**config.mk**
```make
export PLATFORM = sky130hd
export DESIGN_NAME = microcore_alu_slew_status_ops
export DESIGN_NICKNAME = d
export VERILOG_FILES = /design/src/core/alu_pkg.sv /design/src/core/slew_ramp.sv /design/src/core/microcore_alu_slew_status_ops.sv
export VERILOG_INCLUDE_DIRS = /design/src /design/src/core
export SDC_FILE = /design/constraint.sdc
export NUM_CORES = 1
export LEC_CHECK = 0
export BUFFER_PORTS_ARGS = -buffer_cell sky130_fd_sc_hd__buf_2
export CORE_UTILIZATION = 40
export CTS_BUF_LIST = sky130_fd_sc_hd__clkbuf_16
export CTS_CLUSTER_DIAMETER = 80
export DETAILED_ROUTE_END_ITERATION = 8
export PLACE_DENSITY = 0.69
export SLEW_MARGIN = 15
export SYNTH_ARGS = -nofsm -noshare
export SYNTH_HDL_FRONTEND = slang
export SYNTH_SLANG_ARGS = --single-unit
export TNS_END_PERCENT = 1
```
**constraint.sdc**
```tcl
create_clock -name sys_clk_i -period 3.5 [get_ports sys_clk_i]
set_input_delay 0 -clock sys_clk_i [delete_from_list [all_inputs] [get_ports sys_clk_i]]
set_output_delay 0 -clock sys_clk_i [all_outputs]
set_load 0.1 [all_outputs]
```
**src/core/alu_params.svh**
```systemverilog
// Purpose: constants for the microcore slew, status-bit and subtraction group
// Assumes: one instruction per sys_clk cycle while instr_valid_i is high
// Notes: multi-bit field slices are written as part-select ranges, single-bit fields as bit indexes
//
// Functional notes
// RULE_01: slew operand 0 selects programmed slew, 1 forces highest slew rate.
// RULE_02: slew change applies only when this microcore holds output drive right.
// RULE_03: after reset the slew mode is normal, not forced fast.
// RULE_04: slow to fast becomes effective one cycle after the instruction.
// RULE_05: fast to slow becomes effective four cycles after the instruction.
// RULE_06: slew word is fixed opcode in bits 15..1, mode in bit 0.
// RULE_07: status-bit op writes one level into the status bit picked by index.
// RULE_08: status-bit word: level in bit 4, index in bits 3..0.
// RULE_09: register subtract writes first source minus second source to destination.
// RULE_10: both subtractions update zero, negative, and four wrap flags.
// RULE_11: register subtract word: 001010 on top, then dest, second, first source.
// RULE_12: immediate subtract takes a 4-bit constant from a source register.
// RULE_13: immediate subtract word: 000111, dest, 4-bit constant, source.
// RULE_14: byte swap exchanges low and high bytes of the selected register.
// RULE_15: byte swap word: opcode in bits 15..3, register in bits 2..0.
// RULE_16: with sign flag clear, conversion clears the register msb.
// RULE_17: with sign flag set, low fifteen bits negated and msb set.
// RULE_18: conversion word: opcode in upper bits, register in bits 2..0.
// RULE_19: sign flag keeps the sign of the latest reverse conversion.
// RULE_20: selects are 3-bit indexes; results land at end of execute cycle.
`ifndef ALU_PARAMS_SVH
`define ALU_PARAMS_SVH

`define DATA_W        16
`define SEL_W         3
`define NREG          8
`define CFG_AW        9

`define GRANT_A_ADDR  9'h184
`define GRANT_B_ADDR  9'h185
`define GRANT_C_ADDR  9'h186
`define GRANT_D_ADDR  9'h187
// bits of the grant registers that belong to this microcore
`define GRANT_MASK    16'h0001

`define OPC_SUBI      6'h07
`define OPC_SUB       6'h0a
`define OPC_SWAP      13'h06ac
`define OPC_MAGNITUDE_TO_TWOS_FORM_OP      13'h06e6
`define OPC_SLEW      15'h1acb
`define OPC_SRB       11'h1b8

`define F_OPC6        15:10
`define F_OPC11       15:5
`define F_OPC13       15:3
`define F_OPC15       15:1
`define F_OP1         2:0
`define F_OP2         5:3
`define F_RES_SUB     8:6
`define F_RES_SUBI    9:7
`define F_IMM         6:3
`define F_SRB_IDX     3:0
`define F_SRB_LVL     4
`define F_SLEW        0
`define F_LO          7:0
`define F_HI          15:8
`define F_MAG         14:0
`define F_MSB         15

`define SLEW_NORMAL   1'b0
`define SLEW_FAST     1'b1
`define SLEW_FALL_CYC 3'h4
`define ZERO16        16'h0000

`endif

```
**src/core/alu_pkg.sv**
```systemverilog
// Purpose: shared types for the microcore instruction group
// Assumes: widths from alu_params.svh
// Notes: none
`include "alu_params.svh"
package alu_pkg;

  typedef enum logic [2:0] {
    OP_NONE = 3'b000,
    OP_SUB  = 3'b001,
    OP_SUBI = 3'b010,
    OP_SWAP = 3'b011,
    OP_MAGNITUDE_TO_TWOS_FORM_OP = 3'b100,
    OP_SLEW = 3'b101,
    OP_SRB  = 3'b110
  } op_t;

  typedef struct packed {
    logic zero_result_flag;
    logic negative_result_flag;
    logic unsigned_low_wrap_flag;
    logic unsigned_high_wrap_flag;
    logic signed_low_wrap_flag;
    logic signed_high_wrap_flag;
  } flags_t;

  typedef struct packed {
    logic [`DATA_W-1:0] res;
    flags_t             flg;
  } sub_res_t;

  typedef struct packed {
    logic [`NREG-1:0][`DATA_W-1:0] regs;
    logic [3:0][`DATA_W-1:0]       grant;
    logic [`DATA_W-1:0]            status;
    flags_t                        flags;
    logic                          sign;
    logic                          slew_select;
    logic [`DATA_W-1:0]            cfg_rdata;
    logic [`DATA_W-1:0]            rd_data;
  } core_state_t;

  typedef struct packed {
    logic       fast;
    logic [2:0] cnt;
  } slew_state_t;

endpackage : alu_pkg

```
**src/core/slew_ramp.sv**
```systemverilog
// Purpose: turns the requested slew mode into the effective mode with its latency
// Assumes: req_i comes from a register on sys_clk
// Notes: rise one cycle, fall four cycles after the request register changes
`timescale 1ns/1ps
`include "alu_params.svh"
module slew_ramp (
  input  wire logic sys_clk_i,
  input  wire logic reset_n_i,
  input  wire logic req_i,
  output logic      fast_o
);

  alu_pkg::slew_state_t q;
  alu_pkg::slew_state_t d;

  always_comb begin
    d = q;
    if (req_i == q.fast) begin
      d.cnt = 3'h0;
    end else if (req_i) begin
      d.fast = `SLEW_FAST; // RULE_04
      d.cnt  = 3'h0;
    end else if (q.cnt == `SLEW_FALL_CYC - 3'h1) begin
      // driver needs time to discharge, so slowing down lags
      d.fast = `SLEW_NORMAL; // RULE_05
      d.cnt  = 3'h0;
    end else begin
      d.cnt = q.cnt + 3'h1;
    end
  end

  always_ff @(posedge sys_clk_i or negedge reset_n_i) begin
    if (!reset_n_i) begin
      q.fast <= `SLEW_NORMAL; // RULE_03
      q.cnt  <= 3'h0;
    end else begin
      q <= d;
    end
  end

  assign fast_o = q.fast;

endmodule : slew_ramp

```
**src/core/microcore_alu_slew_status_ops.sv**
```systemverilog
// Purpose: execute slew-mode, status-bit, subtract, swap and conversion instructions
// Assumes: all inputs come from logic on sys_clk, so none is synchronised
// Notes: instruction writes win over the external register write port
`timescale 1ns/1ps
`include "alu_params.svh"
module microcore_alu_slew_status_ops (
  input  wire logic                 sys_clk_i,
  input  wire logic                 reset_n_i,
  input  wire logic                 instr_valid_i,
  input  wire logic [`DATA_W-1:0]   instr_i,
  input  wire logic                 cfg_wr_i,
  input  wire logic                 cfg_rd_i,
  input  wire logic [`CFG_AW-1:0]   cfg_addr_i,
  input  wire logic [`DATA_W-1:0]   cfg_wdata_i,
  output logic      [`DATA_W-1:0]   cfg_rdata_o,
  input  wire logic                 ext_wr_i,
  input  wire logic [`SEL_W-1:0]    ext_sel_i,
  input  wire logic [`DATA_W-1:0]   ext_data_i,
  input  wire logic [`SEL_W-1:0]    rd_sel_i,
  output logic      [`DATA_W-1:0]   rd_data_o,
  input  wire logic                 cs_load_i,
  input  wire logic                 cs_value_i,
  output logic      [`DATA_W-1:0]   status_o,
  output alu_pkg::flags_t           flags_o,
  output logic                      cs_flag_o,
  output logic                      slew_select_o,
  output logic                      slew_fast_o
);

  alu_pkg::core_state_t q;
  alu_pkg::core_state_t d;
  alu_pkg::op_t         op;
  alu_pkg::sub_res_t    sres;
  logic                 granted;
  logic [`DATA_W-1:0]   src_a;
  logic [`DATA_W-1:0]   src_b;
  logic [`DATA_W-1:0]   neg_mag;

  function automatic alu_pkg::op_t decode(input logic [`DATA_W-1:0] w);
    alu_pkg::op_t o;
    o = alu_pkg::OP_NONE;
    if (w[`F_OPC6] == `OPC_SUB) begin
      o = alu_pkg::OP_SUB; // RULE_11
    end else if (w[`F_OPC6] == `OPC_SUBI) begin
      o = alu_pkg::OP_SUBI; // RULE_13
    end else if (w[`F_OPC13] == `OPC_SWAP) begin
      o = alu_pkg::OP_SWAP; // RULE_15
    end else if (w[`F_OPC13] == `OPC_MAGNITUDE_TO_TWOS_FORM_OP) begin
      o = alu_pkg::OP_MAGNITUDE_TO_TWOS_FORM_OP; // RULE_18
    end else if (w[`F_OPC15] == `OPC_SLEW) begin
      o = alu_pkg::OP_SLEW; // RULE_06
    end else if (w[`F_OPC11] == `OPC_SRB) begin
      o = alu_pkg::OP_SRB; // RULE_08
    end
    return o;
  endfunction : decode

  // shared by both subtract forms so their flags cannot drift apart
  function automatic alu_pkg::sub_res_t sub_calc(input logic [`DATA_W-1:0] a,
                                                 input logic [`DATA_W-1:0] b);
    alu_pkg::sub_res_t s;
    logic [`DATA_W:0]  w;
    w = {1'b0, a} - {1'b0, b};
    s.res                         = w[`DATA_W-1:0];
    s.flg.zero_result_flag        = (w[`DATA_W-1:0] == `ZERO16); // RULE_10
    s.flg.negative_result_flag    = w[`F_MSB];
    s.flg.unsigned_low_wrap_flag  = w[`DATA_W];
    // a difference of unsigned values can never exceed the top
    s.flg.unsigned_high_wrap_flag = 1'b0;
    s.flg.signed_low_wrap_flag    = a[`F_MSB] & ~b[`F_MSB] & ~w[`F_MSB];
    s.flg.signed_high_wrap_flag   = ~a[`F_MSB] & b[`F_MSB] & w[`F_MSB];
    return s;
  endfunction : sub_calc

  always_comb begin
    op      = instr_valid_i ? decode(instr_i) : alu_pkg::OP_NONE;
    granted = |((q.grant[0] | q.grant[1] | q.grant[2] | q.grant[3]) & `GRANT_MASK);
    src_a   = q.regs[instr_i[`F_OP1]]; // RULE_20
    src_b   = (op == alu_pkg::OP_SUBI) ? {12'h000, instr_i[`F_IMM]} // RULE_12
                                       : q.regs[instr_i[`F_OP2]];
    sres    = sub_calc(src_a, src_b);
    neg_mag = {1'b1, 15'(~src_a[`F_MAG] + 15'h0001)};
  end

  always_comb begin
    d = q;
    if (ext_wr_i) begin
      d.regs[ext_sel_i] = ext_data_i;
    end
    if (cs_load_i) begin
      d.sign = cs_value_i; // RULE_19
    end
    if (cfg_wr_i) begin
      case (cfg_addr_i)
        `GRANT_A_ADDR: d.grant[0] = cfg_wdata_i;
        `GRANT_B_ADDR: d.grant[1] = cfg_wdata_i;
        `GRANT_C_ADDR: d.grant[2] = cfg_wdata_i;
        `GRANT_D_ADDR: d.grant[3] = cfg_wdata_i;
        default:       d.grant    = q.grant;
      endcase
    end
    if (cfg_rd_i) begin
      case (cfg_addr_i)
        `GRANT_A_ADDR: d.cfg_rdata = q.grant[0];
        `GRANT_B_ADDR: d.cfg_rdata = q.grant[1];
        `GRANT_C_ADDR: d.cfg_rdata = q.grant[2];
        `GRANT_D_ADDR: d.cfg_rdata = q.grant[3];
        default:       d.cfg_rdata = `ZERO16;
      endcase
    end
    d.rd_data = q.regs[rd_sel_i];
    case (op)
      alu_pkg::OP_SUB: begin
        d.regs[instr_i[`F_RES_SUB]] = sres.res; // RULE_09
        d.flags                     = sres.flg; // RULE_10
      end
      alu_pkg::OP_SUBI: begin
        d.regs[instr_i[`F_RES_SUBI]] = sres.res; // RULE_12
        d.flags                      = sres.flg; // RULE_10
      end
      alu_pkg::OP_SWAP: begin
        d.regs[instr_i[`F_OP1]] = {src_a[`F_LO], src_a[`F_HI]}; // RULE_14
      end
      alu_pkg::OP_MAGNITUDE_TO_TWOS_FORM_OP: begin
        if (q.sign) begin
          d.regs[instr_i[`F_OP1]] = neg_mag; // RULE_17
        end else begin
          d.regs[instr_i[`F_OP1]] = {1'b0, src_a[`F_MAG]}; // RULE_16
        end
      end
      alu_pkg::OP_SLEW: begin
        if (granted) begin
          d.slew_select = instr_i[`F_SLEW]; // RULE_01 RULE_02
        end
      end
      alu_pkg::OP_SRB: begin
        d.status[instr_i[`F_SRB_IDX]] = instr_i[`F_SRB_LVL]; // RULE_07
      end
      default: begin
        d.flags = q.flags;
      end
    endcase
  end

  always_ff @(posedge sys_clk_i or negedge reset_n_i) begin
    if (!reset_n_i) begin
      q             <= '0;
      q.slew_select <= `SLEW_NORMAL; // RULE_03
    end else begin
      q <= d; // RULE_20
    end
  end

  slew_ramp u_slew_ramp (
    .sys_clk_i (sys_clk_i),
    .reset_n_i (reset_n_i),
    .req_i     (q.slew_select),
    .fast_o    (slew_fast_o)
  );

  assign cfg_rdata_o   = q.cfg_rdata;
  assign rd_data_o     = q.rd_data;
  assign status_o      = q.status;
  assign flags_o       = q.flags;
  assign cs_flag_o     = q.sign;
  assign slew_select_o = q.slew_select;
endmodule : microcore_alu_slew_status_ops

```
=== After elaboration in Yosys (flattened, before gate mapping) ===
Index checks and enable logic that the tools add are counted.

* Word-level logic and storage cells: 122
* Bits of input ports: 71
* Output and inout port bits: 57
* Register bits after elaboration: 251

* Bitwise logic cells: 12
* $lt $le $gt $ge: 12
* Reductions and logical operators: 14
* $add $sub $neg: 3
* Equal/unequal tests: 18
* Muxes and demuxes: 39

{| class="wikitable"
|+ Operator list
! operator !! count
|-
| bitwise mux 128 bit || 6
|-
| case mux 128 bit (4 select lines) || 1
|-
| two-way mux 128 bit || 2
|-
| demux 16 bit (select 3 bit) || 4
|-
| binary-select mux 16 bit (select 3 bit) || 3
|-
| two-way mux 16 bit || 8
|-
| case mux 16 bit (4 select lines) || 1
|-
| == test 9 bit (second input constant) || 4
|-
| two-way mux 3 bit || 9
|-
| == test 13 x 11 -> 1 bit (second input constant) || 2
|-
| less-than comparator 3 x 4 -> 1 bit (second input constant) || 6
|-
| subtractor 16 x 16 -> 17 bit || 1
|-
| bitwise mux 16 bit || 1
|-
| logical NOT 16 bit || 1
|-
| adder 15 x 1 -> 15 bit (second input constant) || 1
|-
| == test 15 x 13 -> 1 bit (second input constant) || 1
|-
| inverter 15 bit || 1
|-
| >= comparator 3 x 1 -> 1 bit (second input constant) || 4
|-
| AND reduction 2 bit || 6
|-
| == test 11 x 9 -> 1 bit (second input constant) || 1
|-
| == test 3 x 2 -> 1 bit (second input constant) || 3
|-
| == test 3 bit (second input constant) || 3
|-
| == test 6 x 3 -> 1 bit (second input constant) || 1
|-
| == test 6 x 4 -> 1 bit (second input constant) || 1
|-
| other kinds (14) || 27
|}

=== Longest topological paths before layout ===
* Depth after elaboration: 13
* Depth in mapped cells: 18
* Mapped depth without buffers: 15

=== Modules after synthesis ===
From an unflattened synthesis, not the netlist that was laid out.

* Cell total of the unflattened synthesis: 2075
* Area, all modules: 19700.1 µm²

{| class="wikitable"
|+ Modules (own cells, without submodules)
! module !! seq. area each (µm²) !! area an instance (µm²) !! instances !! cells each
|-
| microcore_alu_slew_status_ops || 6180.9 || 19526.2 || 1 || 2064
|-
| slew_ramp || 100.1 || 173.9 || 1 || 11
|}

=== Worst setup path after synthesis ===
Ideal clock, no wire load.

* Path kind: in2reg
* Start: input instr_i[14]
* End: register q[224] (netlist bit)
* Buffers on the path: 3
* Data arrival time: 4224 ps
* Stages: 16
* Required time: 3412 ps
* Slack: -812 ps
* Setup time: 88 ps
* Cells stage by stage: or3b_2 > nor4_1 > clkbuf_1 > clkbuf_1 > o21ai_0 > ha_1 > fa_1 > nor2b_1 > o31a_1 > o21ai_0 > xnor2_1 > clkbuf_1 > nor2_1 > o311ai_0 > o21ai_0 > a41oi_1

{| class="wikitable"
|+ RTL lines
! what !! line !! source
|-
| start, declared || microcore_alu_slew_status_ops.sv:10 || <nowiki>input wire logic [`DATA_W-1:0] instr_i,</nowiki>
|-
| end, declared || microcore_alu_slew_status_ops.sv:30 || <nowiki>alu_pkg::core_state_t q;</nowiki>
|}

==> flow_summary_export.csv <==
group,metric,value,unit
status,status,"finished, violations left",
status,violations,"negative hold slack, negative setup slack",
power,p_leak,0.0119,uW
sta,fin_worst_skew,0.0158,ns
clocking,clkTransAtPathRegs,0.07,ns
finish,final_common_cell,"buf_4",
routing,ant_nets,0,
finish,final_cell_mix,"buf_4 (398), dfrtp_1 (251), nand2_1 (233)",
clocking,h-tree-depth,1,
sta,hold_viol,3,
floorplanning,fp-row-count,83,
synthesis,synth_seq_area_share,0.302,
sta,grt_setup_unrepaired,"yes",
critical_path,crit_buf_inv,4,
finish,syn2layout_area_growth,27.9,%
synthesis,ys.flop_type,"dfrtp_1",
critical_path,slowest_delay,0.51,ns
critical_path,cp_slowest_cell,"mux4_2",
synthesis,synth_top_family_by_area,"multiplexers",
synthesis,synth_top_cell_area_share,0.302,
synthesis,yosysWarnings,0,
placed_design,routabilityCongestion,1.13,
critical_path,critPathArrivalTime,4.14,ns
floorplanning,core-area,51400,sq um
finish,nNetsFinal,2795,
synthesis,syn_nets,2395,
floorplanning,die_height,230,microns
floorplanning,start_util,0.405,
global_routing,grt_max_degree,104,
critical_path,path_cells,"buf_4, mux4_2, mux2i_2, ha_2, fa_2, nor2b_2, o31a_1, buf_4, o211ai_1, buf_4, a31oi_4, xnor2_2, buf_6, nor2_2, a21oi_2, o21ai_1",
clocking,cts_sinks,251,
floorplanning,die_area,53000,sq um
sta,finalCritPeriodShare,1.04,
sta,drv_slew,0,
global_routing,antenna_found_initial,8,
critical_path,worstSetupPathType,"reg2reg",
placed_design,portBuffers,126,
floorplanning,io_pins,128,
clocking,cts_tree,"built",
sta,max_freq,275,MHz
global_routing,grt_pass1_wl,158000,microns
placed_design,hpwl,82500,microns
synthesis,synthSimpleGateAreaFrac,0.165,
placed_design,pre_cts_ws,-0.411,ns
critical_path,crit_fanout,8,
synthesis,ys_seq_elements,251,
synthesis,synth-async-reset-ratio,1.00,
synthesis,synth-adder-area-share,0.0130,
flow_run,cap_violations,0,
sta,min_period,3.63,ns
routing,drtIter0Drc,3205,
power,finalPower,14800,uW
synthesis,synth_edf_count,0,
power,powerDensity,557,nW/um^2
synthesis,syn_inst,2303,
critical_path,critPathLaunchType,"register",
synthesis,avgSynthCellArea,9.05,sq um
power,peakVddDrop,0.000505,V
critical_path,cp.required,4.01,ns
routing,vias,23200,
clocking,clk_path_buf_depth,3,
clocking,root_buffer,"clkbuf_16",
synthesis,synth_area_leaders,"dfrtp_1 (30%), mux4_2 (10%), mux2_2 (9.1%), mux2i_1 (4.9%), nand2_1 (4.2%)",
critical_path,worstSetupEndpointType,"register",
finish,layout-drive-gt1-share,0.354,
routing,avgViaCountPerCell,6.80,
critical_path,crit_top_cell,"buf_4",
synthesis,synth_top_area_cell,"dfrtp_1",
synthesis,synth_xor_area_frac,0.00799,
global_routing,grt_overflow,0,
routing,wl_per_cell,32.6,microns
sta,slew_headroom,0.252,
sta,tightest_slew,1.12,ns
critical_path,cp_top_family,"compound AO/OA/AOI/OAI gates",
sta,holdWs,-0.0154,ns
clocking,numCtsBuffers,31,
global_routing,grt_usage,0.413,
clocking,clk-insertion-delay-late,0.63,ns
synthesis,synth_area,20800,sq um
routing,totalWireLength,111000,microns
synthesis,ys_types,86,
synthesis,synth_compound_area_frac,0.208,
synthesis,muxShareOfSynthArea,0.245,
routing,dr.pass1.iters,6,
sta,timing.final.ws_setup,-0.133,ns
hold_path,hold_path_class,"in2async",
global_routing,grt_pass1_vias,22400,
sta,setup_violations,30,
routing,drc,0,
floorplanning,die_w,230,microns
## flip-flops by register name, summed over array words and instances, names as in the netlist
name,cells
u_slew_ramp.fast_o,1
cfg_rdata_o,16
status_o,16
q,192
flags_o,5
rd_data_o,16
cs_flag_o,1
slew_select_o,1
u_slew_ramp.q,3
## worst register-to-register path, delay by kind of cell, from the launching register on
| kind | cells | cell delay, ns |
|---|---|---|
| buf+inv | 4 | 0.71 |
| xor+xnor | 1 | 0.20 |
| flops | 1 | 0.38 |
| compound gates | 5 | 0.90 |
| mux | 2 | 0.71 |
| simple gates | 2 | 0.13 |
| fa+ha+maj | 2 | 0.47 |
## through the flow
stage | cells | TNS, ns | cell area, sq um | util
floorplan | 2303 | -0.0706 | 20900 | -
global placement | 3304 | -6.58 | 24800 | 0.483
detailed placement | 3304 | -10.70 | 24800 | 0.483
CTS | 3406 | -0.552 | 26500 | 0.516
global route | 3408 | -6.72 | 26600 | 0.518
finish | 3413 | -1.86 | 26600 | 0.518
## logic make-up after synthesis
logic type | count (synthesis)
AO/OA/AOI/OAI | 657
buffers and inverters | 255
XOR/XNOR | 19
multiplexers | 368
flip-flops | 251
AND/OR/NAND/NOR | 731
adder cells (fa/ha/maj) | 21
other | 1
## synth_stat cells (14+ instances only)
cell	instances
a211oi_1	39
a21o_1	21
a21oi_1	121
a22oi_1	42
a31oi_1	24
and2_1	18
and3_1	15
buf_1	21
buf_2	20
buf_4	58
clkbuf_1	126
dfrtp_1	251
ha_1	20
inv_1	25
mux2_2	169
mux2i_1	101
mux4_2	97
nand2_1	233
nand2b_1	16
nand3_1	38
nand4_1	15
nor2_1	226
nor3_1	53
o211ai_1	39
o21ai_0	153
o221ai_1	14
o22ai_1	57
o31ai_1	19
or2_2	19
or3_1	22
## power by group
| part | total [uW] | switching [uW] | internal [uW] | leakage (uW) |
|---|---|---|---|---|
| Combinational | 7640 | 4440 | 3200 | 0.00808 |
| Sequential | 3700 | 390 | 3310 | 0.00325 |
| Clock | 3500 | 1500 | 2000 | 0.000527 |
| Total | 14800 | 6330 | 8510 | 0.0119 |
## per-layer routing
metal,vias to the layer above,part of all wire,track usage
li1,9512,-,-
met1,11300,0.36,0.505
met2,1886,0.42,0.609
met3,536,0.14,0.141
met4,9,0.084,0.288
met5,-,0.00083,0
## worst paths after layout
kind                                   from          endpoint  slack (ns)  depth (start not counted)
min in group sys_clk_i        cfg_addr_i[8]   cfg_rdata_o[12]        0.02                          4
setup / recovery                     q[168]            q[246]       -0.13                         16
setup reg to reg                     q[168]            q[246]       -0.13                         16
max in group asynchronous         reset_n_i             q[97]        2.54                          4
hold reg to reg            u_slew_ramp.q[0]  u_slew_ramp.q[0]        0.45                          1
hold / removal                    reset_n_i    cfg_rdata_o[3]       -0.02                          2
## timing repair
item / CTS / global route
hold buffers: 39 / 0
endpoints found under the setup margin: 60 / 69
gates resized for setup: 41 / 27
hold endpoints to repair: 258 / 0
setup buffers: 5 / 2
pin swaps: 20 / 23
## cell type report
cell class	instances	area (sq um)
inverter	28	105
clock buffer	31	776
clock inverter	27	298
fill	4780	24800
timing repair buffer	594	4600
antenna	5	12.5
tap	680	851
multi-input combinational	1797	13700
sequential	251	6280
(Power assumes the default switching activity.)
